==> src/dpw_unused_placeholder_none.sv <==
// Intentionally empty companion; no logic.
`timescale 1ns/1ns

==> src/dpw_pkg.sv <==
// Shared constants for the addressable wiper register bank.
// Assumes a single 25 MHz system clock and a 2-wire bus sampled by it.
package dpw_pkg;
	// ------------------------------------------------------------
	// Widths and reset values
	// ------------------------------------------------------------
	localparam int        REG_W         = 8;
	localparam int        TAP_COUNT     = 256;
	localparam int        SEL_W         = 3;
	localparam logic [7:0] STORE_RESET  = 8'h00;
	localparam logic [7:0] WIPER_RESET  = 8'h00;
	// ------------------------------------------------------------
	// Control byte layout: code, select bits, direction
	// ------------------------------------------------------------
	localparam logic [3:0] CTRL_CODE    = 4'h5;
	localparam int        CODE_MSB      = 7;
	localparam int        CODE_LSB      = 4;
	localparam int        SEL_MSB       = 3;
	localparam int        SEL_LSB       = 1;
	localparam int        DIR_BIT       = 0;
	// ------------------------------------------------------------
	// Write command bytes
	// ------------------------------------------------------------
	localparam logic [7:0] CMD_WR_STORE = 8'ha9;
	localparam logic [7:0] CMD_WR_WIPER = 8'haa;
	localparam logic [7:0] CMD_WR_BOTH  = 8'haf;
	// ------------------------------------------------------------
	// Input synchroniser: scl, sda, select[2:0]; bus idles high
	// ------------------------------------------------------------
	localparam int        SYNC_W        = 5;
	localparam logic [4:0] SYNC_INIT    = 5'h18;
	localparam int        SYNC_SCL      = 4;
	localparam int        SYNC_SDA      = 3;
	localparam logic [3:0] BITS_PER_BYTE = 4'h8;
	// Serial transfer states, one-hot
	typedef enum logic [8:0] {
		ST_IDLE      = 9'h001,
		ST_ADDR      = 9'h002,
		ST_ADDR_ACK  = 9'h004,
		ST_CMD       = 9'h008,
		ST_CMD_ACK   = 9'h010,
		ST_WDATA     = 9'h020,
		ST_WDATA_ACK = 9'h040,
		ST_RDATA     = 9'h080,
		ST_RACK      = 9'h100
	} dpw_state_t;
endpackage

==> src/dpw_sync3.sv <==
// Three-stage input synchroniser with agreement filter.
// Assumes inputs asynchronous to clock_in; output changes once stages two and three agree.
`timescale 1ns/1ns
module dpw_sync3 #(
	parameter int              WIDTH = 5,
	parameter logic [WIDTH-1:0] INIT = '0
) (
	input  wire logic             clock_in,  // System clock
	input  wire logic             rst_in,    // Async reset, active high
	input  wire logic [WIDTH-1:0] raw_in,    // Pins from outside the domain
	output logic      [WIDTH-1:0] level_out  // Filtered levels
);
	// Refuse widths the filter cannot hold, at elaboration
	generate
		if (WIDTH < 1) begin : g_bad_width
			$error("dpw_sync3: WIDTH must be at least 1");
		end
	endgenerate

	logic [WIDTH-1:0] stage1;
	logic [WIDTH-1:0] stage2;
	logic [WIDTH-1:0] stage3;
	logic [WIDTH-1:0] next_level;

	// Accept a new level per bit only when the last two stages agree
	genvar gi;
	generate
		for (gi = 0; gi < WIDTH; gi++) begin : g_bit
			always_comb begin
				next_level[gi] = (stage2[gi] == stage3[gi]) ? stage3[gi] : level_out[gi];
			end
		end
	endgenerate

	// Shift chain and filtered output
	always_ff @(posedge clock_in or posedge rst_in) begin
		if (rst_in) begin
			stage1    <= INIT;
			stage2    <= INIT;
			stage3    <= INIT;
			level_out <= INIT;
		end else begin
			stage1    <= raw_in;
			stage2    <= stage1;
			stage3    <= stage2;
			level_out <= next_level;
		end
	end
endmodule

==> src/dpw_wiper_regs.sv <==
// Register bank and 2-wire slave of a 256-tap digital potentiometer.
// Assumes scl/sda sampled by clock_in (much faster than scl); sda is open drain.
`timescale 1ns/1ns
// Contract
// - Two 8-bit registers exist; the storage byte has no effect on the wiper.
// - The wiper register selects exactly one of 256 taps and the tap follows it directly.
// - Decoding is monotonic; 00h is the low-end terminal and FFh one step below the high end.
// - On power-up the wiper register is 00h.
// - The bus address comes from the three select inputs; only that address is answered.
// - The wiper register is writable and readable, and a read returns the live value.
// - The address byte is code 0101, three select bits, direction; ack only on full match.
// - Direction one is a read from the device, zero a write to it.
// - A read returns the storage byte first, then the wiper byte; the master may stop after either.
// - All bytes travel most significant bit first.
module dpw_wiper_regs (
	input  wire logic                          clock_in,         // 25 MHz system clock
	input  wire logic                          rst_in,           // Power-up reset, async, high
	input  wire logic                          scl_in,           // Bus clock from master
	input  wire logic                          sda_in,           // Bus data level
	output logic                               sda_out,          // Data driven value (low)
	output logic                               sda_drive_n_out,  // Low while driving sda
	input  wire logic                          addr_select_bit0, // Address select input 0
	input  wire logic                          addr_select_bit1, // Address select input 1
	input  wire logic                          addr_select_bit2, // Address select input 2
	output logic [dpw_pkg::REG_W-1:0]          storage_out,      // General storage byte
	output logic [dpw_pkg::REG_W-1:0]          wiper_out,        // Wiper position register
	output logic [dpw_pkg::TAP_COUNT-1:0]      tap_select_out    // One-hot tap, bit0 = low end
);
	// ------------------------------------------------------------
	// Input conditioning
	// ------------------------------------------------------------
	logic [dpw_pkg::SYNC_W-1:0] pins;
	logic                       scl_q;
	logic                       sda_q;

	dpw_sync3 #(
		.WIDTH (dpw_pkg::SYNC_W),
		.INIT  (dpw_pkg::SYNC_INIT)
	) u_sync (
		.clock_in  (clock_in),
		.rst_in    (rst_in),
		.raw_in    ({scl_in, sda_in, addr_select_bit2, addr_select_bit1, addr_select_bit0}),
		.level_out (pins)
	);

	logic [dpw_pkg::SEL_W-1:0] sel_pins;
	logic                      scl_rise;
	logic                      scl_fall;
	logic                      bus_start;
	logic                      bus_stop;

	// Bus events from filtered levels and their previous values
	always_comb begin
		sel_pins  = pins[dpw_pkg::SEL_W-1:0];
		scl_rise  = pins[dpw_pkg::SYNC_SCL] && !scl_q;
		scl_fall  = !pins[dpw_pkg::SYNC_SCL] && scl_q;
		bus_start = scl_q && pins[dpw_pkg::SYNC_SCL] && sda_q && !pins[dpw_pkg::SYNC_SDA];
		bus_stop  = scl_q && pins[dpw_pkg::SYNC_SCL] && !sda_q && pins[dpw_pkg::SYNC_SDA];
	end

	// ------------------------------------------------------------
	// Transfer state
	// ------------------------------------------------------------
	dpw_pkg::dpw_state_t state;
	dpw_pkg::dpw_state_t next_state;
	logic [3:0]          bit_cnt;
	logic [3:0]          next_bit_cnt;
	logic [7:0]          shift;
	logic [7:0]          next_shift;
	logic [7:0]          cmd;
	logic [7:0]          next_cmd;
	logic                drive_low;
	logic                next_drive_low;
	logic                rd_second;
	logic                next_rd_second;
	logic                master_ack;
	logic                next_master_ack;
	logic [7:0]          next_storage;
	logic [7:0]          next_wiper;
	logic [dpw_pkg::TAP_COUNT-1:0] next_tap;
	logic                addr_match;

	// Control byte match against code and live select pins
	always_comb begin
		addr_match = (shift[dpw_pkg::CODE_MSB:dpw_pkg::CODE_LSB] == dpw_pkg::CTRL_CODE) &&
			(shift[dpw_pkg::SEL_MSB:dpw_pkg::SEL_LSB] == sel_pins);
	end

	// One-hot tap decode of the wiper register, monotonic in value
	genvar gt;
	generate
		for (gt = 0; gt < dpw_pkg::TAP_COUNT; gt++) begin : g_tap
			always_comb begin
				next_tap[gt] = (next_wiper == 8'(gt));
			end
		end
	endgenerate

	// Next-state logic of the serial slave and the registers
	always_comb begin
		next_state      = state;
		next_bit_cnt    = bit_cnt;
		next_shift      = shift;
		next_cmd        = cmd;
		next_drive_low  = drive_low;
		next_rd_second  = rd_second;
		next_master_ack = master_ack;
		next_storage    = storage_out;
		next_wiper      = wiper_out;
		if (bus_stop) begin
			next_state     = dpw_pkg::ST_IDLE;
			next_drive_low = 1'b0;
		end else if (bus_start) begin
			next_state     = dpw_pkg::ST_ADDR;
			next_bit_cnt   = 4'h0;
			next_drive_low = 1'b0;
		end else begin
			case (state)
				dpw_pkg::ST_ADDR, dpw_pkg::ST_CMD, dpw_pkg::ST_WDATA: begin
					if (scl_rise) begin
						next_shift   = {shift[6:0], pins[dpw_pkg::SYNC_SDA]};
						next_bit_cnt = bit_cnt + 4'h1;
					end else if (scl_fall && bit_cnt == dpw_pkg::BITS_PER_BYTE) begin
						next_bit_cnt = 4'h0;
						if (state == dpw_pkg::ST_ADDR) begin
							next_state     = addr_match ? dpw_pkg::ST_ADDR_ACK
								: dpw_pkg::ST_IDLE;
							next_drive_low = addr_match;
							next_cmd       = shift; // Direction kept in bit 0
						end else if (state == dpw_pkg::ST_CMD) begin
							if (shift == dpw_pkg::CMD_WR_STORE || shift == dpw_pkg::CMD_WR_WIPER
								|| shift == dpw_pkg::CMD_WR_BOTH) begin
								next_state     = dpw_pkg::ST_CMD_ACK;
								next_drive_low = 1'b1;
								next_cmd       = shift;
							end else begin
								next_state = dpw_pkg::ST_IDLE;
							end
						end else begin
							// Write data lands in the register(s) the command names
							if (cmd != dpw_pkg::CMD_WR_WIPER) begin
								next_storage = shift;
							end
							if (cmd != dpw_pkg::CMD_WR_STORE) begin
								next_wiper = shift;
							end
							next_state     = dpw_pkg::ST_WDATA_ACK;
							next_drive_low = 1'b1;
						end
					end
				end
				dpw_pkg::ST_ADDR_ACK: begin
					if (scl_fall) begin
						next_bit_cnt = 4'h0;
						if (cmd[dpw_pkg::DIR_BIT]) begin
							// Read: storage byte goes out first
							next_state     = dpw_pkg::ST_RDATA;
							next_rd_second = 1'b0;
							next_shift     = storage_out;
							next_drive_low = !storage_out[7];
						end else begin
							next_state     = dpw_pkg::ST_CMD;
							next_drive_low = 1'b0;
						end
					end
				end
				dpw_pkg::ST_CMD_ACK: begin
					if (scl_fall) begin
						next_state     = dpw_pkg::ST_WDATA;
						next_drive_low = 1'b0;
					end
				end
				dpw_pkg::ST_WDATA_ACK: begin
					if (scl_fall) begin
						next_state     = dpw_pkg::ST_IDLE;
						next_drive_low = 1'b0;
					end
				end
				dpw_pkg::ST_RDATA: begin
					if (scl_rise) begin
						next_bit_cnt = bit_cnt + 4'h1;
					end else if (scl_fall) begin
						if (bit_cnt == dpw_pkg::BITS_PER_BYTE) begin
							next_state     = dpw_pkg::ST_RACK;
							next_drive_low = 1'b0;
						end else begin
							next_shift     = {shift[6:0], 1'b1};
							next_drive_low = !shift[6];
						end
					end
				end
				dpw_pkg::ST_RACK: begin
					if (scl_rise) begin
						next_master_ack = !pins[dpw_pkg::SYNC_SDA];
					end else if (scl_fall) begin
						if (master_ack && !rd_second) begin
							// Second byte is the live wiper value
							next_state     = dpw_pkg::ST_RDATA;
							next_rd_second = 1'b1;
							next_bit_cnt   = 4'h0;
							next_shift     = wiper_out;
							next_drive_low = !wiper_out[7];
						end else begin
							next_state = dpw_pkg::ST_IDLE;
						end
					end
				end
				dpw_pkg::ST_IDLE: begin
					next_drive_low = 1'b0;
				end
				default: begin
					next_state     = dpw_pkg::ST_IDLE;
					next_drive_low = 1'b0;
				end
			endcase
		end
	end

	// State and register storage; power-up clears both bytes
	always_ff @(posedge clock_in or posedge rst_in) begin
		if (rst_in) begin
			state          <= dpw_pkg::ST_IDLE;
			bit_cnt        <= 4'h0;
			shift          <= 8'h00;
			cmd            <= 8'h00;
			drive_low      <= 1'b0;
			rd_second      <= 1'b0;
			master_ack     <= 1'b0;
			scl_q          <= 1'b1;
			sda_q          <= 1'b1;
			storage_out    <= dpw_pkg::STORE_RESET;
			wiper_out      <= dpw_pkg::WIPER_RESET;
			tap_select_out <= {{(dpw_pkg::TAP_COUNT-1){1'b0}}, 1'b1};
		end else begin
			state          <= next_state;
			bit_cnt        <= next_bit_cnt;
			shift          <= next_shift;
			cmd            <= next_cmd;
			drive_low      <= next_drive_low;
			rd_second      <= next_rd_second;
			master_ack     <= next_master_ack;
			scl_q          <= pins[dpw_pkg::SYNC_SCL];
			sda_q          <= pins[dpw_pkg::SYNC_SDA];
			storage_out    <= next_storage;
			wiper_out      <= next_wiper;
			tap_select_out <= next_tap;
		end
	end

	// Open-drain data pin: value always low, enable active low
	always_comb begin
		sda_out         = 1'b0;
		sda_drive_n_out = !drive_low;
	end
endmodule

==> config.mk <==
export PLATFORM = sky130hd
export DESIGN_NAME = dpw_wiper_regs
export DESIGN_NICKNAME = d
export VERILOG_FILES = /design/src/dpw_unused_placeholder_none.sv /design/src/dpw_pkg.sv /design/src/dpw_sync3.sv /design/src/dpw_wiper_regs.sv
export SDC_FILE = /design/constraint.sdc
export NUM_CORES = 1
export LEC_CHECK = 0
export ABC_AREA = 1
export BUFFER_PORTS_ARGS = -buffer_cell sky130_fd_sc_hd__buf_2
export CORE_MARGIN = 8
export CORE_UTILIZATION = 50
export CTS_CLUSTER_SIZE = 12
export DETAILED_ROUTE_END_ITERATION = 10
export MAX_ROUTING_LAYER = met4
export PLACE_DENSITY = 0.72
export SYNTH_ARGS = -nofsm -noshare
export SYNTH_HDL_FRONTEND = slang
export SYNTH_SLANG_ARGS = --single-unit
==> constraint.sdc <==
create_clock -name clock_in -period 12.3 [get_ports clock_in]
set_input_delay 2.46 -clock clock_in [delete_from_list [all_inputs] [get_ports clock_in]]
set_output_delay 2.46 -clock clock_in [all_outputs]
set_load 0.05 [all_outputs]
Word-level counts from Yosys, hierarchy flattened
Cells that the tools add are included.
{ "word_totals": {"word_cells": 441, "register_bits": 326, "out_inout_bits": 274} }
{ "classes": {"bitwise": 5, "add_sub_neg": 1, "muxes": 72, "n_reduce_logical": 37, "n_eq_ne": 306} }
{ "op_table": {"columns": ["op", "count"], "rows": [
  ["8-bit equality test (second input constant)", 131],
  ["8-bit by 7-bit equality test with 1-bit output (second input constant)", 64],
  ["8-bit by 6-bit equality test with 1-bit output (second input constant)", 32],
  ["8-bit two-way mux", 22],
  ["8-bit by 5-bit equality test with 1-bit output (second input constant)", 16],
  ["9-bit two-way mux", 14],
  ["8-bit by 4-bit equality test with 1-bit output (second input constant)", 8],
  ["9-bit one-hot mux with 7 select lines", 1],
  ["4-bit != test (second input constant)", 12],
  ["8-bit by 3-bit equality test with 1-bit output (second input constant)", 4],
  ["4-bit two-way mux", 8],
  ["8-bit one-hot mux with 4 select lines", 1],
  ["8-bit AND reduction", 3],
  ["1-bit two-way mux", 21],
  ["2-bit != test (second input constant)", 9],
  ["3-bit != test (second input constant)", 6],
  ["8-bit by 2-bit equality test with 1-bit output (second input constant)", 2],
  ["8-bit != test (second input constant)", 2],
  ["4-bit one-hot mux with 4 select lines", 1],
  ["12-bit AND reduction", 1],
  ["11-bit AND reduction", 1],
  ["1-bit logical AND", 10],
  ["10-bit AND reduction", 1],
  ["9-bit by 1-bit equality test with 1-bit output (second input constant)", 1],
  ["31 further kinds", 50]
]} }

Longest topological paths before layout
Gate-level depths: netlist (run 1).
{ "logic_depth": {"word_depth": 11, "ltp_mapped": 16, "ltp_nobuf": 16} }

Modules after synthesis
From an unflattened synthesis (run 1), not the netlist that was laid out.
{ "hier_totals": {"cells_unflattened": 1055, "hier_area_um2": 11659.9} }
{ "modules_own_cells": {"columns": ["mod", "cells_each", "area_per_inst_um2", "n_inst"], "rows": [
  ["dpw_wiper_regs", 1014, 11064.4, 1],
  ["dpw_sync3", 41, 595.6, 1]
]} }

Worst setup path after synthesis (run 1)
No wires, ideal clock.
{ "synth_timing": {"path_kind": "reg2out", "start": "reg drive_low", "end": "out sda_drive_n_out", "t_arrival_ns": 0.663, "t_required_ns": 9.840, "stages_incl_launch_ff": 2, "setup_slack_ns": 9.177, "path_cell_list": "dfrtp_1 > inv_1"} }
{ "synth_via": {"elab_chain_cells": 1} }
{ "synth_lines": {"columns": ["item", "line_no", "rtl"], "rows": [
  ["start, declared", "dpw_wiper_regs.sv:72", "logic drive_low;"],
  ["start signal, assigned", "dpw_wiper_regs.sv:239", "drive_low <= next_drive_low;"],
  ["1-bit logical NOT", "dpw_wiper_regs.sv:253", "sda_drive_n_out = !drive_low;"],
  ["end, declared", "dpw_wiper_regs.sv:21", "output logic sda_drive_n_out,"]
]} }
Every way passes these cells.

==> flow_metrics.tcl, run 1 <==
set metrics [dict create \
    root_buffer "clkbuf_16" \
    synth_ff_type "dfrtp_1" \
    p_clk_share_pct 45.1 \
    crit_slowest_cell "inv_8" \
    period_share_pct 30.4 \
    die_w_um 171 \
    clkTransAtPathRegs_ps 50 \
    setup_tns_ps 0 \
    cp.arrival_ps 4160 \
    synth_nets 1071 \
    cts_made_buffers 35 \
    tritoncts "built" \
    diodes 0 \
    clockBufferDepth 3 \
    io_pins 281 \
    endpoint_kind "async pin" \
    drt-pass1-iter-count 5 \
    crit_path_cell_trace "buf_2 -> inv_8 -> buf_12" \
    ys_ff_latch 326 \
    synthCells 1062 \
    cts-resized-gates 0 \
    synth_warnings 0 \
    rrSetupSlack_ps 9250 \
    ys_seq_area_share_pct 68.4 \
    worst-slew-pin-transition_ps 1190 \
    avgViaCountPerCell 5.05 \
    synth-async-reset-ratio_pct 100 \
    worstPathRequired_ps 12730 \
    dp_slack_ps 8050 \
    grt_pass1_vias 8640 \
    vias 8489 \
    clock_latency_ps 510 \
    p_int_w 0.00172 \
    drt-total-wl_um 34100 \
    p_switching_w 0.000501 \
    track_usage_pct 23.8 \
    hold_viol_final 0 \
    slew_headroom_pct 20.4 \
    critPathTopFamily "buffers and inverters" \
    ir_drop_mv 0.112 \
    slowest_delay_ps 570 \
    seqPwrFrac_pct 49.6 \
    routedWlPerCell_um 20.3 \
    post_cts_buffers 0 \
    ant_nets 0 \
    final_cell_mix "dfrtp_1, nor2_1, buf_2" \
    drive_gt1_share_pct 31.3 \
    final-max-slew-violation-count 0 \
    areaGrowthSynthToFinish_pct 21.3 \
    rr_worst_depth 15 \
    grt_max_degree 192 \
    start_util_pct 50.9 \
    path_class "input port to async pin" \
    syn_area_um2 11900 \
    grt-ovfl-total 0 \
    final_common_cell "dfrtp_1" \
    worstHoldPathType "register to register" \
    drc 0 \
    worstPathMaxFanout 191 \
    drt_iter0_drc 677 \
    reg2reg_to "tap_select_out[219]" \
    worst_slack_ps 8560 \
    maxCapViolCount 0 \
    setup.worst_path.start_class "input port" \
    grt_pass1_wl_um 50900 \
    synth_enable_flop_cells 0 \
    syn_area_per_cell_um2 11.2 \
    core_area_um2 23500 \
    skew_ps 23.2 \
    whs_endpoint "u_sync.stage2[1]" \
    power.leakage_nw 7.99 \
    nets 1350 \
    cts.sinks 326 \
    pwr-share-comb_pct 5.3 \
    die-area_um2 29100 \
    hp-start "u_sync.stage1[1]" \
    hold_buffers 0 \
    outcome "complete, no violations" \
    setup_violations 0 \
    crit_buf_inv 3 \
    ctsHtreeMaxLevel 2 \
    portBuffers 279 \
    ys_types 40 \
    rr_startpoint "bit_cnt[0]" \
    rows 56 \
    p_per_area_nw_per_um2 154 \
    dp_hpwl_um 23800 \
    switching_share_pct 22.5 \
    whs_path_depth 0 \
    antenna_found_initial 0 \
    die_h_um 171 \
    rsz0062_at_grt "false" \
    fmax_mhz 268 \
    post-route-min-period_ps 3740 \
    place.gp.congestion 0.911 \
]
==> registers in the layout, summed over array words and instances (netlist names), 4 cells and up <==
| signal | count |
|---|---|
| u_sync.stage1 | 5 |
| u_sync.stage2 | 5 |
| shift | 8 |
| u_sync.stage3 | 5 |
| bit_cnt | 4 |
| storage_out | 8 |
| u_sync.level_out | 5 |
| wiper_out | 8 |
| tap_select_out | 256 |
| cmd | 8 |
| state | 9 |
==> worst register-to-register path, cell delays in order (launching register included) <==
cell and delay, ps:
dfrtp_1 420, inv_1 90, ha_1 150, nand2_1 50
nor2_1 140, inv_1 130, nor2_2 220, o21ai_2 150
inv_1 110, nand3_1 80, nor2_1 510, nand2_1 130
nand2_1 150, nor2_4 80, nand2_2 380, nor2_1 110
==> power by group through the flow <==
| stage | registers (W) | logic [W] | clock network (W) |
|---|---|---|---|
| global placement | 0.00112 | 0.000115 | 0 |
| finish | 0.00110 | 0.000117 | 0.00100 |
| global route | 0.00110 | 0.000136 | 0.00106 |
| floorplan | 0.00112 | 0.0000870 | 0 |
| CTS | 0.00110 | 0.000118 | 0.00102 |
| detailed placement | 0.00112 | 0.000118 | 0 |
==> metal layers <==
metal / vias to the layer above / global-route usage, % / part of all wire [%]
li1: 3850 / - / -
met1: 4206 / 29.9 / 41
met2: 367 / 38.4 / 48
met3: 66 / 4.29 / 7.6
met4: 0 / 8.85 / 3.4
met5: - / - / 0
==> cell usage after synthesis, types with 3 or more instances <==
| cell type | n | area share (%) |
|---|---|---|
| nor2_2 | 5 | 0.26 |
| dfrtp_1 | 314 | 66 |
| inv_2 | 7 | 0.22 |
| o21ai_0 | 38 | 1.6 |
| maj3_1 | 5 | 0.42 |
| nand2_4 | 36 | 3.4 |
| dfstp_2 | 12 | 2.6 |
| nor2_4 | 13 | 1.2 |
| buf_2 | 3 | 0.13 |
| buf_4 | 6 | 0.38 |
| a21oi_1 | 6 | 0.25 |
| nand4_1 | 9 | 0.47 |
| o221ai_1 | 6 | 0.44 |
| nor2_1 | 294 | 9.2 |
| buf_6 | 27 | 2.5 |
| nand3_1 | 41 | 1.7 |
| nand2_2 | 18 | 0.94 |
| nand2_1 | 131 | 4.1 |
| inv_1 | 57 | 1.8 |
| nor3_1 | 8 | 0.34 |
==> worst max-delay path by stage <==
stage                       startpoint             endpoint  slack [ps]  depth (start not counted)
after global placement          rst_in   tap_select_out[10]        8100                          3
after detailed placement        rst_in   tap_select_out[26]        8050                          3
after global routing            rst_in   tap_select_out[94]        8280                          3
after CTS                 wiper_out[0]         wiper_out[0]        8550                          1
final                           rst_in  tap_select_out[111]        8560                          3
after floorplan                 rst_in           bit_cnt[0]         830                          1
==> layout make-up <==
class	instances	area [um2]
multi-input combinational	632	3150
sequential	326	8170
timing repair buffer	280	1420
clock buffer	51	957
inverter	66	262
clock inverter	8	135
tap	319	399
fill	1914	8980
==> metrics by stage <==
step                      util (%)  total power, W  hold WS [ps]  instances  instance area, um2
after floorplan                  -         0.00121           331       1062               11900
after global placement        57.1         0.00124           335       1623               13400
after detailed placement      57.1         0.00124           335       1623               13400
after CTS                     61.7         0.00224           347       1682               14500
after global routing          61.7         0.00230           358       1682               14500
final                         61.7         0.00222           346       1682               14500
==> kinds of logic (layout without fill, tap and decap cells) <==
family / after synthesis / count (layout) / share of synthesized area, %
buffers and inverters: 104 / 405 / 5.24
AO/OA/AOI/OAI: 56 / 56 / 2.66
adder cells (fa/ha/maj): 7 / 7 / 0.628
XOR/XNOR: 3 / 3 / 0.220
other: 1 / 1 / 0.0314
AND/OR/NAND/NOR: 565 / 565 / 22.8
flip-flops: 326 / 326 / 68.4
(Power assumes the default switching activity.)
==> inputs of run 2 (changes only) <==
--- a/config.mk
+++ b/config.mk
@@ -8,7 +8,7 @@
 export ABC_AREA = 1
 export BUFFER_PORTS_ARGS = -buffer_cell sky130_fd_sc_hd__buf_2
 export CORE_MARGIN = 8
-export CORE_UTILIZATION = 50
+export CORE_UTILIZATION = 48
 export CTS_CLUSTER_SIZE = 12
 export DETAILED_ROUTE_END_ITERATION = 10
 export MAX_ROUTING_LAYER = met4
==> constraint.sdc (replaced) <==
create_clock -name clock_in -period 3.1 [get_ports clock_in]
set_input_delay 0.62 -clock clock_in [delete_from_list [all_inputs] [get_ports clock_in]]
set_output_delay 0.62 -clock clock_in [all_outputs]
set_load 0.05 [all_outputs]
==> run 2 against run 1 <==
Net effect:
- wire length rose by 4.8%
- critical path depth rose by 11
- flip-flop and latch count did not move
- clock skew fell by 3.8 ps
- via count rose by 1.5%
- critical path type is now register to register
- highest routed layer unchanged
- critical endpoint is now tap_select_out[254]
==> flow_metrics.tcl, run 2 (same netlist as run 1, synthesis figures left out) <==
set metrics [dict create \
    post-route-min-period_ps 2650 \
    grt_pass1_wl_um 55000 \
    root_buffer "clkbuf_16" \
    grt_max_degree 52 \
    grt-ovfl-total 0 \
    cts-resized-gates 0 \
    worst-slew-pin-transition_ps 988 \
    io_pins 281 \
    portBuffers 279 \
    final_cell_mix "dfrtp_1, nor2_1, buf_2" \
    drc 0 \
    areaGrowthSynthToFinish_pct 22.8 \
    worstPathRequired_ps 3530 \
    rsz0062_at_grt "false" \
    routedWlPerCell_um 21.0 \
    grt_pass1_vias 8902 \
    period_share_pct 85.6 \
    skew_ps 19.3 \
    slew_headroom_pct 33.8 \
    hold_buffers 0 \
    final_common_cell "dfrtp_1" \
    clockBufferDepth 3 \
    worstPathMaxFanout 16 \
    antenna_found_initial 0 \
    p_per_area_nw_per_um2 600 \
    drt_iter0_drc 725 \
    dp_slack_ps 493 \
    maxCapViolCount 0 \
    post_cts_buffers 0 \
    worst_slack_ps 447 \
    ant_nets 0 \
    fmax_mhz 377 \
    largestRegisters "tap_select_out: 256 flops, state: 9 flops" \
    clkTransAtPathRegs_ps 60 \
    outcome "complete, no violations" \
    worstHoldPathType "input port to register" \
    rows 57 \
    tritoncts "built" \
    ctsHtreeMaxLevel 2 \
    hold_viol_final 0 \
    total_power_w 0.00880 \
    cts_made_buffers 35 \
    drt-pass1-iter-count 5 \
    setup_violations 0 \
    power.leakage_nw 8.09 \
    place.gp.congestion 0.912 \
    die_h_um 174 \
    cp.arrival_ps 3080 \
    drt-total-wl_um 35800 \
    die-area_um2 30200 \
    nets 1366 \
    avgViaCountPerCell 5.06 \
    top_register "tap_select_out" \
    dp_hpwl_um 25600 \
    rrSetupSlack_ps 450 \
    endpoint_kind "register" \
    vias 8616 \
    path_class "register to register" \
    largest_reg_flops 256 \
    ir_drop_mv 0.477 \
    track_usage_pct 24.2 \
    final-max-slew-violation-count 0 \
    setup.worst_path.start_class "register" \
    clock_latency_ps 530 \
    diodes 0 \
    die_w_um 174 \
    cts.sinks 326 \
    drive_gt1_share_pct 32.3 \
    start_util_pct 49.0 \
    core_area_um2 24400 \
]
run 2: final timing paths:
path	startpoint	endpoint	cells after the start
min in group asynchronous	rst_in	tap_select_out[242]	2
worst max register to register	u_sync.level_out[4]	tap_select_out[254]	14
max in group asynchronous	rst_in	tap_select_out[114]	4
worst min-delay path	sda_in	u_sync.stage1[3]	1
worst max-delay path	u_sync.level_out[4]	tap_select_out[254]	14
worst min register to register	u_sync.stage1[0]	u_sync.stage2[0]	0
run 2: routing by layer:
layer | routed length [um] | global-route usage (%) | share of wire (%) | up-vias
li1 | - | - | - | 3881
met1 | 14700 | 29.6 | 41 | 4249
met2 | 16900 | 38.2 | 47 | 398
met3 | 2620 | 5.77 | 7.3 | 88
met4 | 1550 | 10.5 | 4.3 | 0
met5 | 0 | - | 0 | -
run 2: critical path: stages, from the launching register on:
cell and delay, ps:
dfstp_2 550, nand2_1 50, inv_1 90, nand3_2 220, nand2_2 220, clkinv_2 180
nand3_2 160, nor2_8 70, nand2_8 130, nand2_2 60, nand2_2 150, nand2_1 90
inv_2 130, nand2_2 260, nor2_1 190
run 2: area by class of cell:
class                           instances  area (um2)
Tap cell                              324         405
Sequential cell                       326        8170
Clock inverter                          8         110
Inverter                               66         258
Multi-Input combinational cell        632        3150
Timing Repair Buffer                  296        1600
Clock buffer                           51         976
Fill cell                            1981        9720
run 2: power by group:
group	switching [W]	total, W	internal (W)	leakage, nW
combinational	0.000357	0.000491	0.000134	3.08
sequential	0.0000472	0.00438	0.00433	4.48
clock	0.00165	0.00394	0.00229	0.519
run 2: through the flow:
stage	hold slack [ps]	setup TNS [ps]	cell area (um2)	std cells	util [%]
finish	198	0	14700	1703	60.1
global route	177	0	14700	1703	60.1
CTS	179	0	14700	1703	60.1
detailed placement	339	0	13600	1644	55.7
global placement	335	0	13600	1644	55.7
floorplan	331	-592570	11900	1062	-
